$ cat config.mk
export PLATFORM = sky130hd
export DESIGN_NAME = sltx_core
export DESIGN_NICKNAME = d
export VERILOG_FILES = /design/src/sltx_pkg.sv /design/src/sltx_fifo.sv /design/src/sltx_core.sv
export VERILOG_INCLUDE_DIRS = /design/src
export SDC_FILE = /design/constraint.sdc
export NUM_CORES = 2
export LEC_CHECK = 0
export BUFFER_PORTS_ARGS = -buffer_cell sky130_fd_sc_hd__buf_2
export CORE_MARGIN = 3
export CORE_UTILIZATION = 50
export CTS_CLUSTER_SIZE = 24
export DETAILED_ROUTE_END_ITERATION = 8
export PLACE_DENSITY = 0.67
export SYNTH_ARGS = -nofsm -noshare
export SYNTH_HDL_FRONTEND = slang
export SYNTH_SLANG_ARGS = --single-unit
$ cat constraint.sdc
create_clock -name pclk -period 13 [get_ports pclk]
set_input_delay 2.6 -clock pclk [delete_from_list [all_inputs] [get_ports pclk]]
set_output_delay 2.6 -clock pclk [all_outputs]
set_load 0.05 [all_outputs]
$ cat src/sltx_cfg.svh
`ifndef SLTX_CFG_SVH
`define SLTX_CFG_SVH
// APB register byte offsets
`define SLTX_CTRL_OFS     12'h000
`define SLTX_STAT_OFS     12'h004
`define SLTX_ERR_OFS      12'h008
`define SLTX_SBF_OFS      12'h00c
`define SLTX_GAP_OFS      12'h010
`define SLTX_ID_OFS       12'h014
// Control fields
`define SLTX_CTRL_ADV     0
`define SLTX_CTRL_BURST   1
`define SLTX_CTRL_ECC     2
`define SLTX_CTRL_ALTTILE 3
`define SLTX_CTRL_MRST    4
// Status fields
`define SLTX_ST_LINK      0
`define SLTX_ST_ACCEPT    1
`define SLTX_ST_URST      2
`define SLTX_ST_IRST      3
`define SLTX_ST_LOCK      4
`define SLTX_ST_TXRDY     5
// Error bits
`define SLTX_ERR_OVF      0
`define SLTX_ERR_SEC      1
`define SLTX_ERR_DED      2
`define SLTX_ERR_GAP      3
// Reset values
`define SLTX_CTRL_RST     32'h0000_0012
`define SLTX_GAP_RST      16'h0004
// Arbitrary identification value
`define SLTX_ID_VAL       32'h5a5a_0001
// Reset sequence length in ns and derived cycles at 40 MHz
`define SLTX_SEQ_NS       400
`define SLTX_CLK_NS       25
`define SLTX_SEQ_CYC      ((`SLTX_SEQ_NS + `SLTX_CLK_NS - 1) / `SLTX_CLK_NS)
`endif

$ cat src/sltx_pkg.sv
package sltx_pkg;
    typedef enum logic [1:0]
    {
        SLTX_IDLE  = 2'b00,
        SLTX_BURST = 2'b01,
        SLTX_GAP   = 2'b10
    } sltx_bst_t;
    typedef enum logic [1:0]
    {
        SLTX_RST  = 2'b00,
        SLTX_SEQ  = 2'b01,
        SLTX_UP   = 2'b10
    } sltx_rst_t;
endpackage

$ cat src/sltx_fifo.sv
`timescale 1ns/1ps
`default_nettype none
// Source adaptation FIFO: registered read data, honest full/empty
module sltx_fifo #(
    parameter int W     = 74,
    parameter int DEPTH = 16,
    parameter int AW    = 4
) (
    input  wire logic          pclk,
    input  wire logic          presetn,
    input  wire logic          clr,
    input  wire logic          wr_en,
    input  wire logic [W-1:0]  wr_data,
    input  wire logic          rd_en,
    output logic      [W-1:0]  rd_data,
    output logic      [AW:0]   level,
    output logic               full,
    output logic               empty
);
    logic [W-1:0]  mem [DEPTH];
    logic [AW-1:0] wp_r;
    logic [AW-1:0] rp_r;
    logic          do_wr;
    logic          do_rd;

    initial
    begin
        if (DEPTH != (1 << AW))
            $error("sltx_fifo: DEPTH must equal 2**AW");
    end

    assign full  = (level == (AW+1)'(DEPTH));
    assign empty = (level == '0);
    assign do_wr = wr_en && !full;
    assign do_rd = rd_en && !empty;

    // Storage array
    always_ff @(posedge pclk)
    begin
        if (do_wr)
            mem[wp_r] <= wr_data;
    end

    // Registered read port
    always_ff @(posedge pclk or negedge presetn)
    begin
        if (!presetn)
            rd_data <= '0;
        else if (do_rd)
            rd_data <= mem[rp_r];
    end

    // Pointers and fill level
    always_ff @(posedge pclk or negedge presetn)
    begin
        if (!presetn)
        begin
            wp_r  <= '0;
            rp_r  <= '0;
            level <= '0;
        end
        else if (clr)
        begin
            wp_r  <= '0;
            rp_r  <= '0;
            level <= '0;
        end
        else
        begin
            if (do_wr)
                wp_r <= wp_r + 1'b1;
            if (do_rd)
                rp_r <= rp_r + 1'b1;
            if (do_wr && !do_rd)
                level <= level + 1'b1;
            else if (do_rd && !do_wr)
                level <= level - 1'b1;
        end
    end
endmodule
`default_nettype wire

$ cat src/sltx_core.sv
`include "sltx_cfg.svh"
`timescale 1ns/1ps
`default_nettype none
module sltx_core #(
    parameter int LANES = 2,
    parameter int DEPTH = 16,
    parameter int AW    = 4,
    parameter int AFULL = 4
) (
    input  wire logic                pclk,
    input  wire logic                presetn,
    input  wire logic                psel,
    input  wire logic                penable,
    input  wire logic                pwrite,
    input  wire logic [11:0]         paddr,
    input  wire logic [31:0]         pwdata,
    output logic      [31:0]         prdata,
    output logic                     pready,
    output logic                     pslverr,
    input  wire logic [LANES-1:0]    tx_serial_clk,
    input  wire logic                tx_pll_locked,
    input  wire logic                phy_tx_ready,
    input  wire logic                user_reset_in,
    input  wire logic                seu_corrected,
    input  wire logic                seu_uncorrected,
    input  wire logic [64*LANES-1:0] data_tx,
    input  wire logic [7:0]          sync_tx,
    input  wire logic                valid_tx,
    input  wire logic                burst_first_flag,
    input  wire logic                burst_last_flag,
    input  wire logic                link_rd,
    output logic      [64*LANES-1:0] link_data,
    output logic                     link_valid,
    output logic [7:0]               link_sb_first,
    output logic [7:0]               link_sb_last,
    output logic                     user_reset_out,
    output logic                     intf_reset_out,
    output logic                     link_up_tx,
    output logic                     tx_accept,
    output logic      [3:0]          error_tx
);
    localparam int W = 64*LANES + 2;

    logic [31:0]          ctrl_r;
    logic [15:0]          gap_r;
    logic [3:0]           err_r;
    logic [7:0]           sbf_r;
    logic [7:0]           sbl_r;
    logic [1:0]           lock_s_r;
    logic [1:0]           rdy_s_r;
    logic [1:0]           ur_s_r;
    logic [LANES-1:0]     sclk_s1_r;
    logic [LANES-1:0]     sclk_s2_r;
    logic [LANES-1:0]     sclk_s3_r;
    logic [LANES-1:0]     sclk_seen_r;
    sltx_pkg::sltx_rst_t  rst_st_r;
    logic [7:0]           seq_cnt_r;
    sltx_pkg::sltx_bst_t  bst_r;
    logic [15:0]          gap_cnt_r;
    logic                 link_up_r;
    logic                 fifo_full;
    logic                 fifo_empty;
    logic [AW:0]          fifo_level;
    logic [W-1:0]         fifo_rd;
    logic                 adv;
    logic                 alt;
    logic                 phy_ok;
    logic                 wr_acc;
    logic                 push;
    logic                 first_w;
    logic                 pop;

    initial
    begin
        if (LANES < 1 || LANES > 32)
            $error("sltx_core: LANES out of range");
        if (AFULL < 1 || AFULL >= DEPTH)
            $error("sltx_core: AFULL out of range");
    end

    assign adv    = ctrl_r[`SLTX_CTRL_ADV];
    assign alt    = ctrl_r[`SLTX_CTRL_ALTTILE];
    // Lock and serial clocks only count on the standard tile
    assign phy_ok = rdy_s_r[1] &&
                    (alt || (lock_s_r[1] && (&sclk_seen_r)));
    assign wr_acc = psel && penable && pwrite;

    // Synchronisers for asynchronous pins
    always_ff @(posedge pclk or negedge presetn)
    begin
        if (!presetn)
        begin
            lock_s_r  <= '0;
            rdy_s_r   <= '0;
            ur_s_r    <= '0;
            sclk_s1_r <= '0;
            sclk_s2_r <= '0;
            sclk_s3_r <= '0;
        end
        else
        begin
            lock_s_r  <= {lock_s_r[0], tx_pll_locked};
            rdy_s_r   <= {rdy_s_r[0], phy_tx_ready};
            ur_s_r    <= {ur_s_r[0], user_reset_in};
            sclk_s1_r <= tx_serial_clk;
            sclk_s2_r <= sclk_s1_r;
            sclk_s3_r <= sclk_s2_r;
        end
    end

    // Per-lane serial clock activity, cleared by management reset
    always_ff @(posedge pclk or negedge presetn)
    begin
        if (!presetn)
            sclk_seen_r <= '0;
        else if (ctrl_r[`SLTX_CTRL_MRST])
            sclk_seen_r <= '0;
        else
            sclk_seen_r <= sclk_seen_r | (sclk_s2_r & ~sclk_s3_r);
    end

    // Reset sequencer
    always_ff @(posedge pclk or negedge presetn)
    begin
        if (!presetn)
        begin
            rst_st_r  <= sltx_pkg::SLTX_RST;
            seq_cnt_r <= '0;
        end
        else if (ctrl_r[`SLTX_CTRL_MRST] || !phy_ok)
        begin
            rst_st_r  <= sltx_pkg::SLTX_RST;
            seq_cnt_r <= '0;
        end
        else
        begin
            unique case (rst_st_r)
                sltx_pkg::SLTX_RST:
                    rst_st_r <= sltx_pkg::SLTX_SEQ;
                sltx_pkg::SLTX_SEQ:
                begin
                    if (seq_cnt_r == 8'(`SLTX_SEQ_CYC - 1))
                        rst_st_r <= sltx_pkg::SLTX_UP;
                    else
                        seq_cnt_r <= seq_cnt_r + 8'h01;
                end
                sltx_pkg::SLTX_UP:
                    rst_st_r <= sltx_pkg::SLTX_UP;
                default:
                    rst_st_r <= sltx_pkg::SLTX_RST;
            endcase
        end
    end

    // Reset outputs per clocking mode
    always_ff @(posedge pclk or negedge presetn)
    begin
        if (!presetn)
        begin
            user_reset_out <= 1'b1;
            intf_reset_out <= 1'b1;
        end
        else
        begin
            user_reset_out <= !adv && (rst_st_r != sltx_pkg::SLTX_UP);
            intf_reset_out <= adv && (rst_st_r != sltx_pkg::SLTX_UP);
        end
    end

    // Link-up once sequence done and user domain out of reset
    always_ff @(posedge pclk or negedge presetn)
    begin
        if (!presetn)
            link_up_r <= 1'b0;
        else
            link_up_r <= (rst_st_r == sltx_pkg::SLTX_UP) &&
                         !(adv && ur_s_r[1]);
    end
    assign link_up_tx = link_up_r;

    // Accept: combinational handshake
    assign tx_accept = link_up_r &&
                       (fifo_level < (AW+1)'(DEPTH - AFULL));

    // Words are only stored while linked up
    assign push = valid_tx && link_up_r;

    // Burst tracking and gap check
    always_ff @(posedge pclk or negedge presetn)
    begin
        if (!presetn)
        begin
            bst_r     <= sltx_pkg::SLTX_IDLE;
            gap_cnt_r <= '0;
        end
        else if (!link_up_r)
        begin
            bst_r     <= sltx_pkg::SLTX_IDLE;
            gap_cnt_r <= '0;
        end
        else
        begin
            unique case (bst_r)
                sltx_pkg::SLTX_IDLE:
                    if (push && burst_first_flag)
                        bst_r <= (burst_last_flag &&
                                  ctrl_r[`SLTX_CTRL_BURST]) ?
                                 sltx_pkg::SLTX_GAP : sltx_pkg::SLTX_BURST;
                sltx_pkg::SLTX_BURST:
                begin
                    gap_cnt_r <= '0;
                    if (push && burst_last_flag &&
                        ctrl_r[`SLTX_CTRL_BURST])
                        bst_r <= sltx_pkg::SLTX_GAP;
                end
                sltx_pkg::SLTX_GAP:
                begin
                    if (push && burst_first_flag)
                    begin
                        // A one-word burst goes straight back to the gap
                        gap_cnt_r <= '0;
                        bst_r     <= (burst_last_flag &&
                                      ctrl_r[`SLTX_CTRL_BURST]) ?
                                     sltx_pkg::SLTX_GAP : sltx_pkg::SLTX_BURST;
                    end
                    else if (gap_cnt_r != 16'hffff)
                        gap_cnt_r <= gap_cnt_r + 16'h0001;
                end
                default:
                    bst_r <= sltx_pkg::SLTX_IDLE;
            endcase
        end
    end

    assign first_w = push && burst_first_flag;

    // Sideband capture on first and last words
    always_ff @(posedge pclk or negedge presetn)
    begin
        if (!presetn)
        begin
            sbf_r <= '0;
            sbl_r <= '0;
        end
        else
        begin
            if (first_w)
                sbf_r <= sync_tx;
            if (push && burst_last_flag)
                sbl_r <= sync_tx;
        end
    end

    // Source adaptation FIFO carries data with first/last marks
    sltx_fifo #(
        .W     (W),
        .DEPTH (DEPTH),
        .AW    (AW)
    ) u_fifo (
        .pclk    (pclk),
        .presetn (presetn),
        .clr     (!link_up_r),
        .wr_en   (push),
        .wr_data ({burst_last_flag, burst_first_flag, data_tx}),
        .rd_en   (pop),
        .rd_data (fifo_rd),
        .level   (fifo_level),
        .full    (fifo_full),
        .empty   (fifo_empty)
    );

    assign pop = link_rd && !fifo_empty;

    // Link side output register
    always_ff @(posedge pclk or negedge presetn)
    begin
        if (!presetn)
            link_valid <= 1'b0;
        else
            link_valid <= pop;
    end
    assign link_data     = fifo_rd[64*LANES-1:0];
    assign link_sb_first = sbf_r;
    assign link_sb_last  = sbl_r;

    // Sticky error bits; set wins over software clear
    always_ff @(posedge pclk or negedge presetn)
    begin
        if (!presetn)
            err_r <= '0;
        else
        begin
            err_r <= (wr_acc && paddr == `SLTX_ERR_OFS) ?
                     (err_r & ~pwdata[3:0]) : err_r;
            if (push && fifo_full && !pop)
                err_r[`SLTX_ERR_OVF] <= 1'b1;
            if (ctrl_r[`SLTX_CTRL_ECC] && seu_corrected)
                err_r[`SLTX_ERR_SEC] <= 1'b1;
            if (ctrl_r[`SLTX_CTRL_ECC] && seu_uncorrected)
                err_r[`SLTX_ERR_DED] <= 1'b1;
            if (bst_r == sltx_pkg::SLTX_GAP && first_w &&
                gap_cnt_r != gap_r)
                err_r[`SLTX_ERR_GAP] <= 1'b1;
        end
    end
    assign error_tx = err_r;

    // APB register writes
    always_ff @(posedge pclk or negedge presetn)
    begin
        if (!presetn)
        begin
            ctrl_r <= `SLTX_CTRL_RST;
            gap_r  <= `SLTX_GAP_RST;
        end
        else if (wr_acc)
        begin
            if (paddr == `SLTX_CTRL_OFS)
                ctrl_r <= {27'h0, pwdata[4:0]};
            if (paddr == `SLTX_GAP_OFS)
                gap_r <= pwdata[15:0];
        end
    end

    // APB read data, zero-wait answer
    assign pready  = 1'b1;
    assign pslverr = psel && penable &&
                     !(paddr == `SLTX_CTRL_OFS || paddr == `SLTX_STAT_OFS ||
                       paddr == `SLTX_ERR_OFS || paddr == `SLTX_SBF_OFS ||
                       paddr == `SLTX_GAP_OFS || paddr == `SLTX_ID_OFS);
    always_comb
    begin
        prdata = '0;
        if (psel && !pwrite)
        begin
            unique case (paddr)
                `SLTX_CTRL_OFS: prdata = ctrl_r;
                `SLTX_STAT_OFS: prdata = {26'h0, rdy_s_r[1], lock_s_r[1],
                                          intf_reset_out, user_reset_out,
                                          tx_accept, link_up_r};
                `SLTX_ERR_OFS:  prdata = {28'h0, err_r};
                `SLTX_SBF_OFS:  prdata = {16'h0, sbl_r, sbf_r};
                `SLTX_GAP_OFS:  prdata = {16'h0, gap_r};
                `SLTX_ID_OFS:   prdata = `SLTX_ID_VAL;
                default:        prdata = '0;
            endcase
        end
    end
endmodule
`default_nettype wire

# --- After elaboration in Yosys (flattened, before gate mapping) ---
# Memory sizes are Yosys's and may differ from the RTL's. A register that Yosys moved wholly into a read port is not among the register bits.
# Index checks and enable logic that the tools add are counted.
totals:
  elab_cells: 156
  mem_count: 1
  inputBits: 196
  mem_bits_rw: 2080
  register_bits: 100
  output_inout_bits: 187
memory_table:
  columns: ["memory", "depth", "width", "read_ports", "rd_clocked_by_memory_dff", "write_ports", "line_no", "source"]
  rows:
  - ["u_fifo.mem", 16, 130, 1, 1, 1, "sltx_fifo.sv:20", "logic [W-1:0] mem [DEPTH];"]
op_classes:
  magnitude_cmp: 1
  n_mux: 32
  add_sub_neg: 6
  n_bitwise: 5
  n_eq_ne: 23
  n_reduce_logical: 62
ops:
  columns: ["op", "n"]
  rows:
  - ["31-bit one-hot mux with 6 select lines", 1]
  - ["16-bit 2-to-1 mux", 3]
  - ["32-bit 2-to-1 mux", 1]
  - ["16-bit one-hot mux with 2 select lines", 1]
  - ["1-bit logical AND", 28]
  - ["12-bit by 4-bit == test with 1-bit output, second input constant", 2]
  - ["12-bit by 5-bit == test with 1-bit output, second input constant", 2]
  - ["8-bit 2-to-1 mux", 3]
  - ["4-bit 2-to-1 mux", 5]
  - ["16-bit by 1-bit adder with 16-bit output, second input constant", 1]
  - ["16-bit inequality test", 1]
  - ["16-bit inequality test, second input constant", 1]
  - ["5-bit 2-to-1 mux", 3]
  - ["2-bit 2-to-1 mux", 7]
  - ["12-bit by 3-bit == test with 1-bit output, second input constant", 1]
  - ["12-bit logical NOT", 1]
  - ["2-bit AND reduction", 6]
  - ["1-bit logical NOT", 11]
  - ["2-bit nonzero test", 5]
  - ["4-bit by 1-bit adder with 4-bit output, second input constant", 2]
  - ["8-bit by 1-bit adder with 8-bit output, second input constant", 1]
  - ["8-bit by 4-bit == test with 1-bit output, second input constant", 1]
  - ["1-bit logical OR", 7]
  - ["1-bit 2-to-1 mux", 6]
  - ["22 further kinds", 29]

# --- Depth between registers and ports, before layout ---
logic_depth:
  word_depth: 8
  ltp_mapped: 11
  depth_no_buf: 9

# --- Cells and area by module ---
# A second synthesis with hierarchy kept.
unflattened:
  cells_unflattened: 3991
  area_unflattened_um2: 87729.1
modules_own_cells:
  columns: ["module", "seq_area_each_um2", "instances", "area_each_um2", "cells_per_inst"]
  rows:
  - ["sltx_fifo", 66038.3, 1, 83208.6, 3563]
  - ["sltx_core", 2183.3, 1, 4520.6, 428]

# --- Worst setup path before layout ---
# No wires, ideal clock.
synth_path:
  kind: "input -> output"
  from: "in paddr[7]"
  to: "out prdata[19]"
  arrival_time_ps: 5661
  slack_ps: 4739
  t_required_ps: 10400
  path_buffers: 1
  stages: 4
  path_cell_list: "nor4_1 -> nand3_2 -> nor4_1 -> buf_4"
synth_via:
  elab_chain_len: 3
  word_cells_on_any_way: 8
  cone_classes: "eq/ne: 5; mux: 2; reduce/logical: 1"
synth_lines:
  columns: ["item", "line_no", "source"]
  rows:
  - ["start: declaration", "sltx_core.sv:15", "input wire logic [11:0] paddr,"]
  - ["12-bit by 5-bit == test with 1-bit output, or another cell as far along", "sltx_core.sv:336", "unique case (paddr)"]
  - ["31-bit one-hot mux with 6 select lines *", "sltx_core.sv:336", null]
  - ["32-bit 2-to-1 mux *", "sltx_core.sv:334", "if (psel && !pwrite)"]
  - ["end: declaration", "sltx_core.sv:17", "output logic [31:0] prdata,"]
# Every way passes the cells marked *; elsewhere a longest branch is shown, timed or not.

# --- Worst setup path after layout ---
# Ends and elaborated chain as after synthesis.

==> results_dict.tcl <==
set metrics [dict create \
    outcome "finished, final reports clean" \
    regArea_um2 67220 \
    cp_data_required_time_ps 10400 \
    post-route-period-util_pct 56.38 \
    worst_pin_slew_ps 1212 \
    setup-violations-final 0 \
    port_buffers 357 \
    p_sw_w 0.004095 \
    ir_worst_vdd_mv 0.1094 \
    cts_hold_buf 0 \
    fin_ws_ps 5671 \
    setup-tns-final_ps 0 \
    grt_pass1_vias 43105 \
    power_leakage_nw 30.87 \
    postCtsSetupBuffers 0 \
    drtIter0Drc 4154 \
    synth_flop_cell "edfxtp_1" \
    cts_buffers 219 \
    ctsHtreeMaxLevel 4 \
    place.gp.congestion 0.8397 \
    post_cts_resize_count 0 \
    multi_input_area_um2 17970 \
    wl_per_cell_um 28.86 \
    ys_seq_area_share_pct 77.85 \
    synth_edf_count 2048 \
    initial_core_util_pct 50.66 \
    rows 151 \
    synth.avg_cell_area_um2 21.98 \
    cts_tree "yes" \
    clkPwrFrac_pct 38.2 \
    path_max_fanout 10 \
    grtUsageTotal_pct 22.40 \
    firstDrtPassIters 7 \
    cap_violations 0 \
    clock_skew_ps 39.97 \
    path_clk_slew_ps 60 \
    viasPerCell 6.089 \
    finalCriticalPeriod_ps 7329 \
    setup.worst_path.end_class "output pin" \
    power_per_cell_area_nw_per_um2 165.2 \
    dieWidth_um 421.5 \
    clock.fmax_mhz 136.4 \
    fill_cells 12389 \
    antenna_found_initial 42 \
    yosys_warnings 0 \
    rsz0062_at_grt "false" \
    setup.worst_path.start_class "input pin" \
    synth_cell_types 66 \
    netlist_instances 3928 \
    post-place-ws_ps 5654 \
    layout-drive-gt1-share_pct 31.99 \
    fin_area_um2 97610 \
    core_um2 170400 \
    crit_arrival_ps 4730 \
    hold_viol 0 \
    seqPwrFrac_pct 52.0 \
    dpl.hpwl_mm 101.2 \
    clock_latency_ps 860 \
    num_vias 41715 \
    ant_nets 0 \
    grt_pass1_wl_mm 292.4 \
    nets 4554 \
    maxSlewHeadroom_pct 19.21 \
    p_comb_share_pct 9.8 \
    overflow 0 \
    place_area_um2 90490 \
    power.total_w 0.01612 \
    critPathKind "in -> out" \
    synth_seq_cells 2276 \
    clock-sinks 2276 \
    ys_async_sr_fraction_pct 10.02 \
    fp.dieH_um 421.5 \
    grt_max_degree 138 \
    route.detailed.drc 0 \
    io_pins 383 \
    max-clock-path-buffers 3 \
    die_area_um2 177700 \
    cts-root-buf "clkbuf_16" \
    sw_frac_of_total_pct 25.41 \
    areaGrowthSynthToFinish_pct 13.06 \
    hold_class "reg -> reg" \
    syn-cell-area_um2 86330 \
    p_int_w 0.01202 \
    slew_viol_final 0 \
    wl_mm 197.7 \
]
==> state kept, by name, summed over array words and instances (netlist names), 4 cells and up <==
signal,flops
ctrl_r,5
error_tx,4
gap_cnt_r,16
gap_r,16
link_sb_first,8
link_sb_last,8
seq_cnt_r,8
u_fifo.level,5
u_fifo.mem,2048
u_fifo.rd_data,128
u_fifo.rp_r,4
u_fifo.wp_r,4
==> cell families (layout without fill, tap and decap cells) <==
kind of cell	after synthesis	in the layout	synth area share [%]
AOI/OAI and AO/OA	468	468	3.264
xor gates and xnor gates	35	35	0.3551
adders and majority gates	14	14	0.2116
buffers and inverters	247	851	1.432
DFF	2276	2276	77.85
muxes	695	695	15.73
other	2	26	0.008699
and+or+nand+nor	191	191	1.151
==> Yosys cell counts, types with 4 or more instances <==
| master | count | area (µm²) |
|---|---|---|
| nor4_1 | 7 | 43.79 |
| mux4_2 | 512 | 11530 |
| a21o_1 | 4 | 30.03 |
| nor2b_1 | 5 | 31.28 |
| nor2_1 | 64 | 240.2 |
| a22oi_1 | 12 | 90.09 |
| buf_4 | 24 | 180.2 |
| nand2b_1 | 5 | 31.28 |
| inv_1 | 13 | 48.80 |
| a21oi_2 | 4 | 35.03 |
| and4_1 | 7 | 61.31 |
| o21ai_0 | 14 | 70.07 |
| mux2i_1 | 12 | 120.1 |
| a21oi_1 | 149 | 745.7 |
| o22ai_1 | 258 | 1614 |
| buf_1 | 20 | 75.07 |
| and2_1 | 16 | 100.1 |
| nand4_1 | 11 | 68.82 |
| clkbuf_1 | 79 | 296.5 |
| nand3_1 | 13 | 65.06 |
| mux2_2 | 168 | 1892 |
| dfstp_2 | 5 | 131.4 |
| nor3_1 | 4 | 20.02 |
| buf_2 | 96 | 480.5 |
| ha_1 | 13 | 162.7 |
| or3_1 | 8 | 50.05 |
| dfrtp_1 | 223 | 5580 |
| nand2_1 | 33 | 123.9 |
| edfxtp_1 | 2048 | 61500 |
| buf_6 | 13 | 146.4 |
| a31oi_1 | 4 | 25.02 |
| xor2_1 | 11 | 96.34 |
| xnor2_1 | 24 | 210.2 |
==> worst max-delay path, cell delays in order <==
cell	delay, ps
buf_2	90
nor4_1	420
nand3_2	290
nor4_1	910
buf_2	410
==> per-layer routing <==
layer | global-route usage, % | share of wire [%] | vias up
met3 | 4.236 | 6.7 | 306
met4 | 7.027 | 2.6 | 12
met5 | 0 | 0.040 | -
li1 | - | - | 17377
met1 | 31.36 | 41 | 22435
met2 | 36.13 | 49 | 1585
==> cells in the final DEF (no fill, tap or decap), types with 7 or more instances in the layout <==
| cell type | n |
|---|---|
| mux2i_1 | 12 |
| mux2_2 | 168 |
| xor2_1 | 11 |
| clkbuf_8 | 24 |
| ha_1 | 13 |
| clkbuf_16 | 221 |
| clkinv_2 | 32 |
| nor4_1 | 7 |
| clkinv_16 | 7 |
| buf_12 | 7 |
| inv_1 | 13 |
| a21oi_1 | 149 |
| xnor2_1 | 24 |
| dfrtp_1 | 220 |
| buf_4 | 57 |
| nand3_1 | 13 |
| conb_1 | 9 |
| buf_2 | 356 |
| o22ai_1 | 258 |
| bufinv_16 | 10 |
| edfxtp_1 | 2048 |
| diode_2 | 17 |
| nor2_1 | 64 |
| clkinv_1 | 28 |
| mux4_2 | 512 |
| or3_1 | 8 |
| nand4_1 | 11 |
| o21ai_0 | 14 |
| and2_4 | 12 |
| a22oi_1 | 12 |
| clkbuf_1 | 81 |
| nand2_1 | 33 |
==> worst paths after layout <==
kind | from | endpoint | slack [ps] | depth (start not counted)
worst max-delay path | paddr[7] | prdata[19] | 5670 | 5
worst min-delay path | rdy_s_r[0]$_DFF_PN0_ | rdy_s_r[1]$_DFF_PN0_ | 340 | 0
worst max register to register | u_fifo.rp_r[2]$_DFFE_PN0P_ | u_fifo.rd_data[10]$_DFFE_PN0P_ | 8560 | 7
worst min register to register | rdy_s_r[0]$_DFF_PN0_ | rdy_s_r[1]$_DFF_PN0_ | 340 | 0
max in group asynchronous | presetn | u_fifo.rp_r[3]$_DFFE_PN0P_ | 9480 | 2
min in group asynchronous | presetn | u_fifo.rd_data[86]$_DFFE_PN0P_ | 1820 | 1
==> power groups by stage <==
stage	Clock, W	Sequential [W]	Combinational [W]
finish	0.00616	0.00838	0.00158
global route	0.00658	0.00839	0.00166
CTS	0.00628	0.00838	0.00160
detailed placement	0	0.00853	0.00160
global placement	0	0.00852	0.00157
floorplan	0	0.00922	0.000283
==> metrics by stage <==
step | util, % | instances | hold WS [ps]
final | 57.28 | 6851 | 340.4
after global routing | 57.27 | 6845 | 351.0
after CTS | 57.25 | 6834 | 342.5
after detailed placement | 53.10 | 6418 | 335.6
after global placement | 53.10 | 6418 | 331.5
after floorplan | - | 3935 | 331.2
==> layout make-up <==
cell class / count / share of cell area (%)
well taps: 2295 / 2.942
repair buffers: 421 / 2.423
clock inverters: 90 / 0.9281
clock buffers: 326 / 6.316
multi-input cells: 1412 / 18.42
diodes: 17 / 0.04358
flip-flops and latches: 2276 / 68.87
inverters: 14 / 0.06153
Note: power is estimated with default switching activity, not from simulation.
